File: config.mk
export PLATFORM = sky130hd
export DESIGN_NAME = cfs_scan_unit
export DESIGN_NICKNAME = d
export VERILOG_FILES = /design/src/cfs_pkg.sv /design/src/cfs_char_cmp.sv /design/src/cfs_eff_addr.sv /design/src/cfs_scan_unit.sv
export SDC_FILE = /design/constraint.sdc
export NUM_CORES = 1
export LEC_CHECK = 0
export ABC_AREA = 1
export BUFFER_PORTS_ARGS = -buffer_cell sky130_fd_sc_hd__buf_2
export CAP_MARGIN = 0
export CORE_ASPECT_RATIO = 1.5
export CORE_MARGIN = 2
export CORE_UTILIZATION = 40
export CTS_CLUSTER_SIZE = 12
export DETAILED_ROUTE_END_ITERATION = 8
export PLACE_DENSITY = 0.58
export SYNTH_ARGS = -nofsm -noshare
export SYNTH_HDL_FRONTEND = slang
export SYNTH_SLANG_ARGS = --single-unit
File: constraint.sdc
create_clock -name i_core_clk -period 4.8 [get_ports i_core_clk]
set_input_delay 0.72 -clock i_core_clk [delete_from_list [all_inputs] [get_ports i_core_clk]]
set_output_delay 0.72 -clock i_core_clk [all_outputs]
set_load 0.02 [all_outputs]
File: src/cfs_pkg.sv
// constants and register map of the left-to-right character field scan unit
package cfs_pkg;
  localparam int CHAR_W   = 6;
  localparam int WORD_W   = 24;
  localparam int CAW      = 20;
  localparam int WAW      = 18;
  localparam int IDX_W    = 15;
  localparam int LEN_W    = 12;
  localparam int CPW      = 4;

  localparam logic [7:0] OFF_CTRL    = 8'h00;
  localparam logic [7:0] OFF_OPERAND = 8'h04;
  localparam logic [7:0] OFF_ADDR    = 8'h08;
  localparam logic [7:0] OFF_IDX1    = 8'h0c;
  localparam logic [7:0] OFF_IDX2    = 8'h10;
  localparam logic [7:0] OFF_IDX3    = 8'h14;
  localparam logic [7:0] OFF_PADDR   = 8'h18;
  localparam logic [7:0] OFF_STATUS  = 8'h1c;
  localparam logic [7:0] OFF_NEXT    = 8'h20;

  localparam int CTRL_START_BIT = 0;
  localparam int CTRL_NE_BIT    = 1;
  localparam int CTRL_DELIM_BIT = 2;
  localparam int OPR_SCAN_LSB   = 0;
  localparam int OPR_DELIM_LSB  = 6;
  localparam int OPR_LEN_LSB    = 12;
  localparam int ADDR_R_LSB     = 0;
  localparam int ADDR_FLAG_LSB  = 20;
  localparam int ST_BUSY_BIT    = 0;
  localparam int ST_FIND_BIT    = 1;
  localparam int ST_DEXIT_BIT   = 2;
  localparam int ST_COND_LSB    = 4;

  localparam logic [WAW-1:0] NEXT_MISS_OFS = 18'h00003;
  localparam logic [WAW-1:0] NEXT_FIND_OFS = 18'h00004;
  localparam logic [1:0]     COND_CLEAR    = 2'h0;
  localparam logic [1:0]     AXI_OKAY      = 2'h0;
  localparam logic [1:0]     AXI_SLVERR    = 2'h2;

  typedef enum logic [1:0] {ST_IDLE, ST_FETCH, ST_SCAN} cfs_state_t;
endpackage : cfs_pkg

File: src/cfs_char_cmp.sv
// six-bit character comparator
`timescale 1ns/100ps
module cfs_char_cmp
  import cfs_pkg::*;
(
  input  wire logic [CHAR_W-1:0] i_field_char,
  input  wire logic [CHAR_W-1:0] i_ref_char,
  output logic                   o_equal
);
  // exact code compare: 12, 32 and 52 octal never alias the zero character
  assign o_equal = (i_field_char == i_ref_char); // RULE11 RULE14
endmodule : cfs_char_cmp

File: src/cfs_eff_addr.sv
// indexed effective character address
`timescale 1ns/100ps
module cfs_eff_addr
  import cfs_pkg::*;
(
  input  wire logic [CAW-1:0]   i_base_addr,
  input  wire logic [1:0]       i_index_select_flag,
  input  wire logic [IDX_W-1:0] i_first_index_reg,
  input  wire logic [IDX_W-1:0] i_second_index_reg,
  output logic      [CAW-1:0]   o_eff_addr
);
  logic [IDX_W-1:0] index;

  always_comb begin
    unique case (i_index_select_flag)
      2'h1, 2'h3: index = i_first_index_reg; // RULE2
      2'h2:       index = i_second_index_reg; // RULE2
      2'h0:       index = '0; // RULE2
    endcase
  end

  // index treated as unsigned; the sum wraps in the character space
  assign o_eff_addr = i_base_addr + CAW'(index);
endmodule : cfs_eff_addr

File: src/cfs_scan_unit.sv
// left-to-right character field scan unit with axi4-lite registers
//
// Decided for this implementation: the address map and the AXI4-Lite interface to the registers.
`timescale 1ns/100ps
// Overview of operation
// RULE1 - compare 6-bit characters one by one from address R upward, at most length
// RULE2 - start address is r plus index: flag 1/3 first, 2 second, 0 none
// RULE3 - equality search: match exits at P+4, no match over field exits P+3
// RULE4 - inequality search: first differing character exits P+4, all equal exits P+3
// RULE5 - delimited forms: delimiter match ends search, exits P+3
// RULE6 - delimited equality: scan match wins over identical delimiter, exits P+4
// RULE7 - delimited inequality: scan and delimit find together exit P+4
// RULE8 - on a find, characters searched go to low 12 bits of count index
// RULE9 - without a find, count index low field takes the full search length; a delimiter exit stores the characters searched instead
// RULE10 - upper 3 bits of count index are left undefined by the search
// RULE11 - codes 12, 32, 52 octal never equal the zero character
// RULE12 - condition register is cleared to 00 at completion
// RULE13 - software zeroes reserved instruction bits; not checked here
// RULE14 - scan character held as 6-bit operand, compared directly with each character
// RULE15 - storage word fetched only on word crossing; no fetch after search ends
module cfs_scan_unit
  import cfs_pkg::*;
(
  input  wire logic              i_core_clk,
  input  wire logic              i_rst_b,
  input  wire logic [7:0]        i_awaddr,
  input  wire logic              i_awvalid,
  output logic                   o_awready,
  input  wire logic [31:0]       i_wdata,
  input  wire logic [3:0]        i_wstrb,
  input  wire logic              i_wvalid,
  output logic                   o_wready,
  output logic [1:0]             o_bresp,
  output logic                   o_bvalid,
  input  wire logic              i_bready,
  input  wire logic [7:0]        i_araddr,
  input  wire logic              i_arvalid,
  output logic                   o_arready,
  output logic [31:0]            o_rdata,
  output logic [1:0]             o_rresp,
  output logic                   o_rvalid,
  input  wire logic              i_rready,
  output logic                   o_mem_req,
  output logic [WAW-1:0]         o_mem_addr,
  input  wire logic              i_mem_ack,
  input  wire logic [WORD_W-1:0] i_mem_rdata
);

  // one record for all state keeps reset and the register step in one place
  typedef struct packed {
    cfs_state_t        state;
    logic [7:0]        awaddr;
    logic              aw_have;
    logic [31:0]       wdata;
    logic [3:0]        wstrb;
    logic              w_have;
    logic              awready;
    logic              wready;
    logic              bvalid;
    logic [1:0]        bresp;
    logic              arready;
    logic              rvalid;
    logic [31:0]       rdata;
    logic [1:0]        rresp;
    logic              match_unequal_mode;
    logic              delim_mode;
    logic [CHAR_W-1:0] scan_char;
    logic [CHAR_W-1:0] delimit_char;
    logic [LEN_W-1:0]  search_length;
    logic [CAW-1:0]    base_addr;
    logic [1:0]        index_select_flag;
    logic [IDX_W-1:0]  first_index_reg;
    logic [IDX_W-1:0]  second_index_reg;
    logic [IDX_W-1:0]  count_index_reg;
    logic [WAW-1:0]    opcode_addr;
    logic [WAW-1:0]    next_addr;
    logic [1:0]        cond;
    logic              found;
    logic              delim_exit;
    logic [CAW-1:0]    char_ptr;
    logic [LEN_W-1:0]  count;
    logic [WORD_W-1:0] word;
    logic              mem_req;
  } cfs_regs_t;

  cfs_regs_t q;
  cfs_regs_t d;

  logic [CAW-1:0]    eff_addr;
  logic [CHAR_W-1:0] cur_char;
  logic              eq_scan;
  logic              eq_delim;
  logic [32:0]       rd_view;
  logic [32:0]       wr_view;
  logic              word_last;
  logic [LEN_W-1:0]  count_inc;
  logic              scan_find;

  // start address is taken only at start; later index writes leave a running search alone
  cfs_eff_addr u_eff_addr (
    .i_base_addr         (q.base_addr),
    .i_index_select_flag (q.index_select_flag),
    .i_first_index_reg   (q.first_index_reg),
    .i_second_index_reg  (q.second_index_reg),
    .o_eff_addr          (eff_addr)
  );

  // leftmost character of a word sits in the top six bits
  assign cur_char = CHAR_W'(q.word >> (CHAR_W * (CPW - 1 - int'(q.char_ptr[1:0]))));

  // rightmost character of the held word: the next one needs a fresh fetch
  assign word_last = (q.char_ptr[1:0] == 2'(CPW - 1));
  assign count_inc = q.count + LEN_W'(1);

  cfs_char_cmp u_cmp_scan (
    .i_field_char (cur_char),
    .i_ref_char   (q.scan_char),
    .o_equal      (eq_scan)
  );

  cfs_char_cmp u_cmp_delim (
    .i_field_char (cur_char),
    .i_ref_char   (q.delimit_char),
    .o_equal      (eq_delim)
  );

  // inequality mode inverts only the scan compare, never the delimiter compare
  assign scan_find = q.match_unequal_mode ? !eq_scan : eq_scan; // RULE3 RULE4

  // returns {error, data} for one register offset
  function automatic logic [32:0] reg_view(input logic [7:0] addr, input cfs_regs_t s);
    logic [31:0] v;
    logic        err;
    v   = '0;
    err = 1'b0;
    unique case (addr)
      OFF_CTRL: begin
        v[CTRL_NE_BIT]    = s.match_unequal_mode;
        v[CTRL_DELIM_BIT] = s.delim_mode;
      end
      OFF_OPERAND: begin
        v[OPR_SCAN_LSB +: CHAR_W]  = s.scan_char;
        v[OPR_DELIM_LSB +: CHAR_W] = s.delimit_char;
        v[OPR_LEN_LSB +: LEN_W]    = s.search_length;
      end
      OFF_ADDR: begin
        v[ADDR_R_LSB +: CAW]  = s.base_addr;
        v[ADDR_FLAG_LSB +: 2] = s.index_select_flag;
      end
      OFF_IDX1:  v[IDX_W-1:0] = s.first_index_reg;
      OFF_IDX2:  v[IDX_W-1:0] = s.second_index_reg;
      OFF_IDX3:  v[IDX_W-1:0] = s.count_index_reg;
      OFF_PADDR: v[WAW-1:0]   = s.opcode_addr;
      OFF_STATUS: begin
        v[ST_BUSY_BIT]       = (s.state != ST_IDLE);
        v[ST_FIND_BIT]       = s.found;
        v[ST_DEXIT_BIT]      = s.delim_exit;
        v[ST_COND_LSB +: 2]  = s.cond;
      end
      OFF_NEXT:  v[WAW-1:0]   = s.next_addr;
      default:   err = 1'b1;
    endcase
    return {err, v};
  endfunction : reg_view

  // byte strobes lay new bytes over what the register already holds
  function automatic logic [31:0] merge(input logic [31:0] old, input logic [31:0] nw,
                                        input logic [3:0] strb);
    logic [31:0] r;
    r = old;
    for (int b = 0; b < 4; b++) begin
      if (strb[b]) begin
        r[8*b +: 8] = nw[8*b +: 8];
      end
    end
    return r;
  endfunction : merge

  // read data reflects the state just before the accepting edge
  assign rd_view = reg_view(i_araddr, q);
  assign wr_view = reg_view(q.awaddr, q);

  always_comb begin
    logic [31:0] wv;
    logic        start;
    logic        hit;
    logic        fin;
    logic        fin_find;
    logic        fin_delim;
    logic [LEN_W-1:0] fin_count;
    wv        = merge(wr_view[31:0], q.wdata, q.wstrb);
    start     = 1'b0;
    hit       = 1'b0;
    fin       = 1'b0;
    fin_find  = 1'b0;
    fin_delim = 1'b0;
    fin_count = q.search_length;
    d         = q;

    // write channel: address and data taken in either order
    if (i_awvalid && q.awready) begin
      d.awaddr  = i_awaddr;
      d.aw_have = 1'b1;
    end
    if (i_wvalid && q.wready) begin
      d.wdata  = i_wdata;
      d.wstrb  = i_wstrb;
      d.w_have = 1'b1;
    end
    if (q.bvalid && i_bready) begin
      d.bvalid = 1'b0;
    end
    // unmapped offsets answer slverr and change nothing; read-only fields ignore writes
    if (q.aw_have && q.w_have && !q.bvalid) begin
      d.aw_have = 1'b0;
      d.w_have  = 1'b0;
      d.bvalid  = 1'b1;
      d.bresp   = wr_view[32] ? AXI_SLVERR : AXI_OKAY;
      unique case (q.awaddr)
        OFF_CTRL: begin
          // mode is frozen while a search runs; a start while busy is dropped
          if (q.state == ST_IDLE) begin
            d.match_unequal_mode = wv[CTRL_NE_BIT];
            d.delim_mode         = wv[CTRL_DELIM_BIT];
            start                = q.wstrb[0] && q.wdata[CTRL_START_BIT];
          end
        end
        OFF_OPERAND: begin
          d.scan_char     = wv[OPR_SCAN_LSB +: CHAR_W]; // RULE14
          d.delimit_char  = wv[OPR_DELIM_LSB +: CHAR_W];
          d.search_length = wv[OPR_LEN_LSB +: LEN_W];
        end
        OFF_ADDR: begin
          d.base_addr         = wv[ADDR_R_LSB +: CAW];
          d.index_select_flag = wv[ADDR_FLAG_LSB +: 2];
        end
        OFF_IDX1:   d.first_index_reg  = wv[IDX_W-1:0];
        OFF_IDX2:   d.second_index_reg = wv[IDX_W-1:0];
        OFF_IDX3:   d.count_index_reg  = wv[IDX_W-1:0];
        OFF_PADDR:  d.opcode_addr      = wv[WAW-1:0];
        OFF_STATUS: d.cond             = wv[ST_COND_LSB +: 2];
        default: ;
      endcase
    end
    d.awready = !d.aw_have && !d.bvalid;
    d.wready  = !d.w_have && !d.bvalid;

    // read channel: one outstanding read, answered the edge after acceptance
    if (q.rvalid && i_rready) begin
      d.rvalid = 1'b0;
    end
    if (i_arvalid && q.arready) begin
      d.rdata  = rd_view[31:0];
      d.rresp  = rd_view[32] ? AXI_SLVERR : AXI_OKAY;
      d.rvalid = 1'b1;
    end
    d.arready = !d.rvalid;

    // search engine
    unique case (q.state)
      ST_IDLE: begin
        if (start) begin
          d.char_ptr   = eff_addr; // RULE2
          d.count      = '0;
          d.found      = 1'b0;
          d.delim_exit = 1'b0;
          // zero length ends at once as a miss, with no storage access
          if (q.search_length == '0) begin
            fin = 1'b1;
          end else begin
            d.state   = ST_FETCH;
            d.mem_req = 1'b1; // RULE15
          end
        end
      end
      ST_FETCH: begin
        // storage may take any number of cycles; the request stands until the answer
        if (i_mem_ack) begin
          d.word    = i_mem_rdata;
          d.mem_req = 1'b0;
          d.state   = ST_SCAN;
        end
      end
      ST_SCAN: begin
        hit = scan_find;
        if (hit) begin
          // scan find takes priority over a delimiter on the same character
          fin       = 1'b1; // RULE6 RULE7
          fin_find  = 1'b1;
          fin_count = q.count; // RULE8
        end else if (q.delim_mode && eq_delim) begin
          fin       = 1'b1; // RULE5
          fin_delim = 1'b1;
          fin_count = q.count;
        end else if (count_inc == q.search_length) begin
          fin = 1'b1; // RULE1 RULE9
        end else begin
          d.count    = count_inc;
          d.char_ptr = q.char_ptr + CAW'(1); // RULE1
          if (word_last) begin
            // next character lies in the following word
            d.state   = ST_FETCH; // RULE15
            d.mem_req = 1'b1;
          end
        end
      end
      default: d.state = ST_IDLE;
    endcase

    if (fin) begin
      d.state      = ST_IDLE;
      d.mem_req    = 1'b0;
      d.found      = fin_find;
      d.delim_exit = fin_delim;
      d.next_addr  = q.opcode_addr + (fin_find ? NEXT_FIND_OFS : NEXT_MISS_OFS); // RULE3 RULE5
      // upper bits simply keep whatever they held
      d.count_index_reg = {q.count_index_reg[IDX_W-1:LEN_W], fin_count}; // RULE8 RULE9 RULE10
      d.cond            = COND_CLEAR; // RULE12
    end
  end

  always_ff @(posedge i_core_clk or negedge i_rst_b) begin
    if (!i_rst_b) begin
      // readies come up high so the first request after reset is taken at once
      q         <= '0;
      q.state   <= ST_IDLE;
      q.awready <= 1'b1;
      q.wready  <= 1'b1;
      q.arready <= 1'b1;
    end else begin
      q <= d;
    end
  end

  assign o_awready  = q.awready;
  assign o_wready   = q.wready;
  assign o_bvalid   = q.bvalid;
  assign o_bresp    = q.bresp;
  assign o_arready  = q.arready;
  assign o_rvalid   = q.rvalid;
  assign o_rdata    = q.rdata;
  assign o_rresp    = q.rresp;
  assign o_mem_req  = q.mem_req;
  // word address is the character pointer without its in-word index
  assign o_mem_addr = q.char_ptr[CAW-1:2];

endmodule : cfs_scan_unit

# After elaboration in Yosys (flattened, before gate mapping)
# Cells that the tools add are included.
[op_classes]
reduce_logical = 48
shift = 1
mux = 80
addsub = 5
multipliers = 1
bitwise_logic = 1
eq_ne = 37
[op_table]
columns = ["operator", "count"]
rows = [
  ["one-hot mux 9 bit (7 select lines)", 2],
  ["two-way mux 32 bit", 3],
  ["== test 8 x 5 -> 1 bit, second input constant", 8],
  ["one-hot mux 32 bit (2 select lines)", 1],
  ["two-way mux 12 bit", 5],
  ["one-hot mux 15 bit (3 select lines)", 1],
  ["two-way mux 35 bit", 1],
  ["two-way mux 34 bit", 1],
  ["== test 8 x 4 -> 1 bit, second input constant", 4],
  ["one-hot mux 2 bit (8 select lines)", 2],
  ["right shift 24 x 32 -> 6 bit", 1],
  ["two-way mux 2 bit", 15],
  ["two-way mux 30 bit", 1],
  ["two-way mux 1 bit", 28],
  ["two-way mux 8 bit", 3],
  ["one-hot mux 3 bit (4 select lines)", 2],
  ["adder 20 x 1 -> 20 bit, second input constant", 1],
  ["adder 20 x 15 -> 20 bit", 1],
  ["adder 18 x 3 -> 18 bit", 1],
  ["two-way mux 18 bit", 1],
  ["one-hot mux 2 bit (9 select lines)", 1],
  ["AND reduction 2 bit", 9],
  ["OR reduction 9 bit", 2],
  ["== test 8 x 3 -> 1 bit, second input constant", 2],
  ["35 further kinds", 77],
]
[word_totals]
elab_cells = 208
ff_bits = 262
in_bits = 84
out_inout_bits = 60

# Longest topological paths before layout
# Gate-level depths: netlist of the first run.
[depth]
depth_word = 10
depth_mapped = 36
mapped_depth_nobuf = 33

# Modules after synthesis
# From an unflattened synthesis of the first run, not the netlist that was laid out.
[hier_totals]
cells_unflattened = 2202
area_unflattened_um2 = 15821.4
[by_module_without_submodules]
columns = ["mod", "instances", "area_per_inst_um2", "cells_each", "seq_area_each_um2"]
rows = [
  ["cfs_scan_unit", 1, 14330.0, 1894, 6510.0],
  ["cfs_eff_addr", 1, 1263.7, 252, 0.0],
  ["cfs_char_cmp", 2, 113.9, 28, 0.0],
]

# Worst setup path before layout of the first run
# No wires, ideal clock.
[synth_timing]
path_type = "reg-to-reg"
start = "register q[37] (netlist bit)"
end = "register q[77] (netlist bit)"
stages_incl_launch_ff = 34
synth_period_minus_slack_ns = 4.599
slack_ns = 0.201
required_time_ns = 4.669
t_arrival_ns = 4.468
n_path_buf = 4
path_cell_list = "dfrtp_1 inv_2 buf_4 ha_1 inv_2 buf_2 o21ai_0 o22ai_1 nand2_1 nand2_1 nand2_1 nand2_1 nand2_1 nor2_1 nand3_1 nand3_1 buf_4 clkbuf_1 ha_1 fa_1 a21oi_1 nor2_1 inv_1 nor3_1 nand3_1 nor2_1 nand2_1 nor3_1 nand2_1 inv_1 nand3_1 xor2_1 nand2_1 o21ai_0"
[synth_between]
elab_chain_cells = 10
[synth_lines]
columns = ["element", "line_no", "source"]
rows = [
  ["start: declaration", "cfs_scan_unit.sv:86", "cfs_regs_t q;"],
  ["subtractor 2 x 2 -> 3 bit (*)", "cfs_scan_unit.sv:109", "assign cur_char = CHAR_W'(q.word >> (CHAR_W * (CPW - 1 - int'(q.char_ptr[1:0]))));"],
  ["multiplier 3 x 3 -> 6 bit (*)", "cfs_scan_unit.sv:109", ""],
  ["right shift 24 x 32 -> 6 bit (*)", "cfs_scan_unit.sv:109", ""],
  ["== test 6 bit", "cfs_char_cmp.sv:11", "assign o_equal = (i_field_char == i_ref_char);"],
  ["logical NOT 1 bit", "cfs_scan_unit.sv:128", "assign scan_find = q.match_unequal_mode ? !eq_scan : eq_scan;"],
  ["two-way mux 1 bit", "cfs_scan_unit.sv:128", ""],
  ["two-way mux 1 bit", "cfs_scan_unit.sv:286", "if (hit) begin"],
  ["two-way mux 1 bit", "cfs_scan_unit.sv:260", "unique case (q.state)"],
  ["two-way mux 3 bit", "cfs_scan_unit.sv:315", "d.next_addr = q.opcode_addr + (fin_find ? NEXT_FIND_OFS : NEXT_MISS_OFS);"],
  ["adder 18 x 3 -> 18 bit", "cfs_scan_unit.sv:315", ""],
]
# Mark *: on every way between the ends. The rest lies on a longest branch, timed or not.
# A chain may end at the register's enable or synchronous reset.

# Worst setup path after layout of the first run
# Ends and elaborated chain as after synthesis.

==> out/metrics.yaml, run 1 <==
critical_path:
  start_kind: "flop"
  cp_common_cell: "nand2_1"
  cp_data_arrival_time_ns: 4.72
  reg2reg_to: "q[77]"
  critical-path-slowest-cell: "dfrtp_1"
  r2r_setup_slack_ns: 0.49
  critical_path_class: "reg2reg"
  cp.required_ns: 5.21
  reg2reg_depth: 31
  cp-end-kind: "flop"
  crit_fanout: 13
  rr_startpoint: "q[37]"
  slowest_delay_ns: 0.40
global_route:
  grt_util_all_layers: 0.250
  antenna_found_initial: 2
  grt_overflow: 0
  grt_max_degree: 100
  first_global_vias: 13600
  grt_pass1_wl_um: 77600
floorplan:
  initial_utilization: 0.405
  core_sq_mm: 0.0377
  io_pins: 144
  die_y_um: 243
  fp-row-count: 87
  die_w_um: 163
  dieArea_sq_mm: 0.0398
synthesis:
  synth_edf_count: 0
  synth_warnings: 0
  syn_inst: 2062
  avgSynthCellArea_sq_um: 7.40
  ys.flop_type: "dfrtp_1"
  ys_ff_latch: 260
  async_reset_ff_frac: 1.00
  yosys.cell_types.count: 52
  yosysTopAreaCellShare: 0.421
  syn_area_sq_mm: 0.0153
  synth_seq_area_share: 0.427
  synth_area_leaders: "dfrtp_1 42%, nand2_1 15%, o21ai_0 6.2%"
  synth_top_area_cell: "dfrtp_1"
timing:
  setup_tns_ns: 0
  finalSetupViolCount: 0
  period_share: 0.898
  fmax_mhz: 232
  tightest_slew_ns: 1.12
  rsz0062_at_grt: "false"
  finalMaxSlewViolations: 0
  hold_viol_final: 0
  max-slew-margin-rel: 0.255
  min_period_ns: 4.31
  hold_ws_ns: 0.216
  clock-skew-final_ns: 0.0111
final_layout:
  fin_nets: 2236
  area_delta_synth_final_pct: 12.2
  n_antenna_cell: 0
  drive_gt1_frac: 0.113
pwr:
  p_leak_uw: 0.00820
  power.density_mw_per_mm2: 519
  ir_worst_vdd_mv: 0.298
route:
  ant_nets: 0
  first_iter_violations: 1148
  wl_per_cell_um: 18.7
  drcViolationCount: 0
  vias_per_cell: 5.31
  wl_um: 49300
  dr.pass1.iters: 6
  num_vias: 14000
cts:
  cts.htree.levels: 1
  cts_buffers: 28
  cts_buffer_depth: 3
  cts_sinks: 260
  root_buffer: "clkbuf_16"
  cts_hold_buf: 0
  clock_latency_ns: 0.57
  cts_tree: "done"
  clkTransAtPathRegs_ns: 0.06
job:
  cap_violations: 0
place:
  place_hpwl_um: 37200
  port_buffers: 124
  gp_congestion: 0.942
hold_path:
  hold_path_class: "in2async"
status:
  status: "completed"
state kept, by name, indices dropped and copies added, names as in the netlist:
register	count
o_arready	1
o_rresp	1
o_mem_addr	18
o_bvalid	1
o_rdata	24
o_mem_req	1
o_bresp	1
o_rvalid	1
q	210
o_wready	1
o_awready	1
stage by stage:
stage / total power (uW) / instance area, sq um / std cells / utilization / setup WS [ns]
after floorplan: 5570 / 15300 / 2071 / - / 0.201
after global placement: 6500 / 16100 / 2586 / 0.427 / 0.0688
after detailed placement: 6550 / 16100 / 2586 / 0.427 / -0.115
after CTS: 8900 / 17100 / 2636 / 0.453 / 0.0973
after global routing: 9520 / 17100 / 2636 / 0.455 / 0.0645
final: 8890 / 17100 / 2636 / 0.455 / 0.491
kinds of logic (layout without fill, tap and decap cells):
logic type / count (synthesis) / in the layout / share of synthesized area
flip-flops: 260 / 260 / 0.427
buffers and inverters: 365 / 441 / 0.107
multiplexers: 15 / 15 / 0.0109
AND/OR/NAND/NOR: 931 / 931 / 0.252
other: 1 / 10 / 0.000246
adder cells (fa/ha/maj): 25 / 25 / 0.0215
AO/OA/AOI/OAI: 428 / 428 / 0.160
XOR/XNOR: 37 / 37 / 0.0221
timing repair:
action	in CTS	in global routing
resized for setup	3	10
setup endpoints to repair	2	6
setup buffers	0	0
cloned	0	0
Yosys cell counts, drive strengths merged, types with 2 or more instances:
cell,instances
a2111o,2
a211oi,3
a21o,5
a21oi,77
a221oi,10
a31oi,3
buf,76
clkbuf,58
clkinv,7
dfrtp,257
dfstp,3
fa,2
ha,23
inv,224
mux2,13
mux2i,2
nand2,600
nand3,134
nand3b,4
nand4,11
nor2,139
nor3,20
nor4,16
o2111ai,3
o211ai,8
o21a,2
o21ai,204
o221ai,8
o22ai,90
o31ai,3
o41ai,7
or2,6
xnor2,11
xor2,25
per-layer routing:
| layer | GRT usage | routed length [um] |
|---|---|---|
| met4 | 0.112 | 2430 |
| met5 | 0 | 27 |
| met1 | 0.326 | 21000 |
| met3 | 0.0366 | 2920 |
| met2 | 0.411 | 23000 |
power breakdown:
part           leakage, uW  internal (uW)  switching, uW
Combinational      0.00429           1020           2310
Sequential         0.00344           2780            453
Clock             0.000464           1380            936
Total              0.00820           5190           3700
worst max-delay path: cells and delay by family, from the launching register on:
kind	cells	cell delay (ns)
compound gates	2	0.21
xor+xnor	1	0.15
fa+ha+maj	3	0.71
buf+inv	4	0.40
flops	1	0.40
simple gates	21	2.28
how the worst max path moves through the flow:
stage          start  endpoint  slack [ns]  cells past startpoint
3_3_place_gp   q[38]     q[77]        0.07                     32
2_1_floorplan  q[37]     q[77]        0.20                     33
5_1_grt        q[37]     q[77]        0.06                     31
3_5_place_dp   q[38]     q[77]       -0.12                     32
4_1_cts        q[38]     q[78]         0.1                     28
6_report       q[37]     q[77]        0.49                     31
cell usage in the layout, fill, tap and decap left out, types with 29 or more instances in the layout:
| cell type | instances |
|---|---|
| o21ai_0 | 189 |
| a21oi_1 | 77 |
| o22ai_1 | 90 |
| dfrtp_1 | 257 |
| clkbuf_16 | 29 |
| buf_4 | 34 |
| nand3_1 | 132 |
| nor2_1 | 130 |
| buf_2 | 123 |
| nand2_1 | 600 |
| inv_1 | 222 |
cell type report:
cell class                      count  area (sq um)
Multi-Input combinational cell   1446          7250
Sequential cell                   260          6510
Tap cell                          489           612
Clock inverter                      6           134
Inverter                          231           867
Clock buffer                       44           822
Timing Repair Buffer              160           926
Fill cell                        3926         20500
Note: power is estimated with default switching activity, not from simulation.
==> run 2: changes to the inputs <==
Settings changed: CORE_UTILIZATION 40 to 55, PLACE_DENSITY 0.58 to 0.76, SYNTH_HIERARCHICAL set to 1.
==> out/metrics.yaml, run 2 <==
cts:
  cts.htree.levels: 1  # unchanged
  cts_tree: "done"
  clkTransAtPathRegs_ns: 0.06  # about the same
  cts_buffers: 27  # -3.6%
  root_buffer: "clkbuf_16"
  clock_latency_ns: 0.56  # about the same
  cts_resized: 0  # -3
  cts_buffer_depth: 3  # unchanged
  cts_setup_buffers: 0  # unchanged
  cts_hold_buf: 0  # unchanged
  cts_sinks: 260  # unchanged
timing:
  min_period_ns: 4.44  # +0.127 ns
  period_share: 0.924  # +0.0265
  tightest_slew_ns: 1.17  # +0.0508 ns
  finalSetupViolCount: 0  # unchanged
  fmax_mhz: 225  # -2.9%
  clock-skew-final_ns: 0.0179  # +0.00672 ns
  max-slew-margin-rel: 0.221  # -0.0339
  hold_viol_final: 0  # unchanged
  finalMaxSlewViolations: 0  # unchanged
job:
  cap_violations: 0  # unchanged
critical_path:
  cp-end-kind: "flop"
  r2r_setup_slack_ns: 0.36  # -0.13 ns
  critical_path_class: "reg2reg"
  cp_data_arrival_time_ns: 4.87  # +0.15 ns
  cp.required_ns: 5.23  # +0.02 ns
  crit_fanout: 10  # -3
  start_kind: "flop"
floorplan:
  initial_utilization: 0.555  # +0.149
  die_w_um: 142  # -13%
  core_sq_mm: 0.0285  # -24%
  io_pins: 144  # unchanged
  die_y_um: 212  # -13%
  fp-row-count: 76  # -13%
  dieArea_sq_mm: 0.0302  # -24%
route:
  wl_per_cell_um: 19.1  # +2.2%
  vias_per_cell: 5.77  # +8.6%
  wl_um: 50200  # +1.8%
  drcViolationCount: 0  # unchanged
  dr.pass1.iters: 8  # +2
  num_vias: 15100  # +8.2%
  ant_nets: 0  # unchanged
  first_iter_violations: 1634  # +42%
final_layout:
  final_common_cell: "nand2_1"
  fin_nets: 2369  # +5.9%
  drive_gt1_frac: 0.112  # -0.00104
  finalInstanceArea_sq_mm: 0.0172  # +0.66%
  mostFrequentLayoutCells: "689 x nand2_1, 267 x inv_1, 256 x dfrtp_1, 212 x o21ai_0, 123 x buf_2"
  top_register: "q"
  fin_cells: 2625  # -0.42%
  largest_reg_flops: 210  # unchanged
  area_delta_synth_final_pct: 8.92
  n_antenna_cell: 0  # unchanged
global_route:
  grt_util_all_layers: 0.333  # +0.0824
  grt_max_degree: 94  # -6.0%
  antenna_found_initial: 0  # -2
  first_global_vias: 14300  # +4.9%
  grt_overflow: 0  # unchanged
  grt_pass1_wl_um: 77600  # about the same
pwr:
  total_power_uw: 8580  # -3.5%
  p_sw_uw: 3690  # -0.37%
  p_leak_uw: 0.00834  # +1.8%
  ir_worst_vdd_mv: 0.345  # +16%
  seqPwrFrac: 0.387  # +0.023
  p_comb_frac: 0.377  # +0.002
  power.internal_uw: 4890  # -5.7%
  power.density_mw_per_mm2: 498  # -4.1%
  switching_share: 0.430  # +0.0133
  pwr-share-clk: 0.236  # -0.025
synthesis:
  yosysTopAreaCellShare: 0.406  # -0.0149
  synth_top_area_cell: "dfrtp_1"
  yosys.cell_types.count: 52  # unchanged
  synth_area_leaders: "dfrtp_1 41%, nand2_1 16%, o21ai_0 6.7%"
  yosys-top-cells-count: "689 x nand2_1, 267 x inv_1, 257 x dfrtp_1"
  synth_seq_area_share: 0.411  # -0.0151
  syn_area_sq_mm: 0.0158  # +3.7%
  synth_warnings: 6  # +6
  ys.flop_type: "dfrtp_1"
  synth_most_common_cell: "nand2_1"
  syn_inst: 2202  # +6.8%
  avgSynthCellArea_sq_um: 7.19  # -2.9%
  async_reset_ff_frac: 1.00  # unchanged
  ys_ff_latch: 260  # unchanged
  synth_edf_count: 0  # unchanged
hold_path:
  hold_path_class: "in2async"
status:
  status: "completed"
place:
  post_dp_cell_area_sq_mm: 0.0164  # +1.7%
  place_hpwl_um: 37400  # +0.77%
  port_buffers: 124  # unchanged
  place_inst: 2583  # -0.12%
  gp_congestion: 0.978  # +3.9%
-- run 2: cell count changes after synthesis, sizes merged, moves of 5 or more --
cell,delta
inv,+47
o41ai,-6
nor4,-11
o21ai,+35
a221oi,-9
nand3,-12
nand2,+99
a31oi,+5
o22ai,-7
nor3,+9
-- run 2: power groups by stage --
stage	sequential, uW	combinational (uW)	clock (uW)
final	3320	3240	2020
after floorplan	3140	2410	0
after CTS	3300	3150	2040
after global routing	3370	3600	2130
after detailed placement	3340	3130	0
after global placement	3320	3070	0
-- run 2: stage by stage --
step / hold WS [ns] / TNS, ns / util / setup WS (ns)
floorplan: 0.424 / 0 / - / 0.637
global placement: 0.405 / 0 / 0.574 / 0.150
detailed placement: 0.412 / 0 / 0.574 / 0.0447
CTS: 0.214 / 0 / 0.602 / 0.0232
global route: 0.237 / -0.0112 / 0.604 / -0.00915
finish: 0.186 / 0 / 0.604 / 0.363
-- run 2: layout make-up --
| type | instances | area [sq um] |
|---|---|---|
| clock inverter | 6 | 80.1 |
| inverter | 275 | 1040 |
| sequential | 260 | 6510 |
| multi-input combinational | 1548 | 7610 |
| clock buffer | 36 | 719 |
| fill | 2670 | 11300 |
| timing repair buffer | 149 | 835 |
| tap | 351 | 439 |
-- run 2: per-layer routing --
metal  track usage  routed length [um]  vias up
li1              -                   -     7189
met1         0.412               19300     7111
met2         0.562               24200      682
met3        0.0382                3520      152
met4         0.191                3210        0
met5             0                   0        -
-- run 2: critical path, stage by stage (launching register included) --
cell and delay, ns:
dfrtp_2 0.42, inv_2 0.10, ha_1 0.36, clkinvlp_4 0.20, o21ai_0 0.21, a21oi_1 0.07
o21ai_0 0.17, o21ai_0 0.14, inv_1 0.10, or2_0 0.13, nand3_1 0.10, nor2_2 0.18
xnor2_1 0.12, nor2_1 0.20, inv_2 0.10, ha_1 0.29, nand3_1 0.07, nand3_1 0.14
nand3_1 0.16, nor2_2 0.19, nand2_1 0.11, nor2_2 0.24, nand3_1 0.15, nor2_1 0.14
xor2_1 0.15, o21ai_1 0.08
-- run 2: path summary, 6_finish.rpt --
check	from	endpoint	depth (start not counted)
setup / recovery	q[37]	q[76]	25
hold / removal	i_rst_b	q[7]	1
setup reg to reg	q[37]	q[76]	25
hold reg to reg	o_rvalid	o_arready	1
max in group asynchronous	i_rst_b	o_wready	2
min in group i_core_clk	i_wdata[18]	q[254]	3
-- run 2: cells by family after synthesis --
kind of cell | share of synthesized area
AOI/OAI and AO/OA | 0.155
xor gates and xnor gates | 0.0210
adders and majority gates | 0.0199
buffers and inverters | 0.114
other | 0.000237
DFF | 0.411
muxes | 0.0132
and+or+nand+nor | 0.266
==> run 3: changes to the inputs <==
Settings changed: PLACE_DENSITY 0.76 to 0.84, SETUP_SLACK_MARGIN set to 0.4.
==> out/metrics.yaml, run 3 (synthesized netlist as in run 2, its figures left out) <==
status:
  status: "completed"
timing:
  finalWorstSetupSlack_ns: 0.627  # +0.263 ns
  fmax_mhz: 240  # +6.3%
  tightest_slew_ns: 1.14  # -0.0259 ns
  hold_ws_ns: 0.166  # -0.0197 ns
  setup_tns_ns: 0  # unchanged
  finalMaxSlewViolations: 0  # unchanged
  rsz0062_at_grt: "false"
  min_period_ns: 4.17  # -0.263 ns
  period_share: 0.869  # -0.0549
  finalSetupViolCount: 0  # unchanged
  max-slew-margin-rel: 0.238  # +0.0173
  clock-skew-final_ns: 0.0170  # -0.000864 ns
  hold_viol_final: 0  # unchanged
pwr:
  ir_worst_vdd_mv: 0.405  # +17%
  p_comb_frac: 0.383  # +0.006
  power.density_mw_per_mm2: 499  # +0.22%
  power.internal_uw: 4950  # +1.1%
  p_leak_uw: 0.00838  # +0.51%
  seqPwrFrac: 0.383  # -0.004
  switching_share: 0.429  # -0.000757
  pwr-share-clk: 0.235  # about the same
  p_sw_uw: 3720  # +0.81%
cts:
  cts.htree.levels: 1  # unchanged
  cts_buffers: 27  # unchanged
  cts_hold_buf: 0  # unchanged
  clkTransAtPathRegs_ns: 0.07  # about the same
  root_buffer: "clkbuf_16"
  clock_latency_ns: 0.56  # about the same
  cts_tree: "done"
  cts_buffer_depth: 3  # unchanged
  cts_sinks: 260  # unchanged
critical_path:
  critical_path_class: "reg2reg"
  cp.required_ns: 5.22  # about the same
  rr_startpoint: "q[37]"
  cp-end-kind: "flop"
  slowest_delay_ns: 0.41  # about the same
  critical-path-slowest-cell: "dfrtp_2"
  reg2reg_to: "q[75]"
  reg2reg_depth: 29  # +16%
  crit_family: "simple AND/OR/NAND/NOR gates"
  cp_common_cell: "nand2_1"
  crit_fanout: 12  # +2
  r2r_setup_slack_ns: 0.63  # +0.26 ns
  crit_buf_inv: 5  # +1
  cp_data_arrival_time_ns: 4.59  # -0.28 ns
  start_kind: "flop"
final_layout:
  drive_gt1_frac: 0.117  # +0.00505
  top_register: "q"
  post-route-util: 0.609  # +0.00460
  largest_reg_flops: 210  # unchanged
  area_delta_synth_final_pct: 9.75
  fin_nets: 2375  # +0.25%
  regArea_sq_mm: 0.00651  # unchanged
  mostFrequentLayoutCells: "689 x nand2_1, 265 x inv_1, 256 x dfrtp_1, 211 x o21ai_0, 123 x buf_2"
  final_common_cell: "nand2_1"
  fill_cells: 2576  # -3.5%
  multi_input_area_sq_mm: 0.00766  # +0.62%
  n_antenna_cell: 0  # unchanged
global_route:
  grt_overflow: 0  # unchanged
  antenna_found_initial: 0  # unchanged
  first_global_vias: 14800  # +3.6%
  grt_pass1_wl_um: 78100  # +0.68%
  grt_util_all_layers: 0.332  # -0.000949
  grt_max_degree: 127  # +35%
floorplan:
  core_sq_mm: 0.0285  # unchanged
  io_pins: 144  # unchanged
  dieArea_sq_mm: 0.0302  # unchanged
  die_w_um: 142  # unchanged
  initial_utilization: 0.555  # unchanged
  die_y_um: 212  # unchanged
  fp-row-count: 76  # unchanged
place:
  gp_congestion: 1.01  # +3.7%
  place_hpwl_um: 36600  # -2.3%
  dpl_worst_slack_ns: -0.0648  # -0.110 ns
  port_buffers: 124  # unchanged
job:
  cap_violations: 0  # unchanged
route:
  dr_wl_met2_um: 23000  # -4.6%
  vias_per_cell: 5.80  # +0.61%
  num_vias: 15300  # +1.1%
  wl_um: 49600  # -1.3%
  ant_nets: 0  # unchanged
  drcViolationCount: 0  # unchanged
  wl_per_cell_um: 18.8  # -1.8%
  wl_met1_um: 18100  # -6.1%
  dr.pass1.iters: 6  # -2
  first_iter_violations: 1590  # -2.7%
  top_layer_used: "met4"
  wl_met3_um: 3870  # +10%
hold_path:
  hold_path_class: "in2async"
## run 3: power by group through the flow
stage,logic [uW],registers [uW],clock network [uW]
after floorplan,2410,3140,0
after global placement,3030,3300,0
after detailed placement,3120,3320,0
after CTS,3200,3290,2050
after global routing,3680,3370,2130
final,3320,3310,2030
## run 3: how the worst max path moves through the flow
stage / slack (ns) / start / depth (start not counted) / endpoint
CTS: 0.45 / q[37] / 30 / q[75]
global placement: 0.08 / q[37] / 23 / q[76]
detailed placement: -0.06 / q[37] / 23 / q[76]
global route: 0.35 / q[37] / 27 / q[76]
floorplan: 0.64 / q[37] / 24 / q[75]
finish: 0.63 / q[37] / 29 / q[75]
## run 3: through the flow
step | total power [uW] | cells | area, sq um
6_report | 8660 | 2638 | 17400
5_1_grt | 9180 | 2638 | 17400
4_1_cts | 8540 | 2630 | 17200
3_5_place_dp | 6440 | 2580 | 16300
3_3_place_gp | 6330 | 2580 | 16300
2_1_floorplan | 5550 | 2211 | 15900
## run 3: metal layers
layer | up-vias | track usage
met5 | - | 0
met4 | 0 | 0.264
met3 | 216 | 0.0489
met2 | 779 | 0.536
met1 | 7075 | 0.393
li1 | 7232 | -
## run 3: final cells by class
type / instances / area share
Timing Repair Buffer: 155 / 0.0513
Sequential cell: 260 / 0.375
Multi-Input combinational cell: 1548 / 0.441
Clock inverter: 3 / 0.00267
Clock buffer: 46 / 0.0447
Inverter: 275 / 0.0600
Tap cell: 351 / 0.0253
## run 3: timing repair
item,4_1_cts,5_1_grt
resized for setup,14,20
setup endpoints to repair,9,8
buffers inserted,1,8
pin swaps,1,8
cloned,0,0
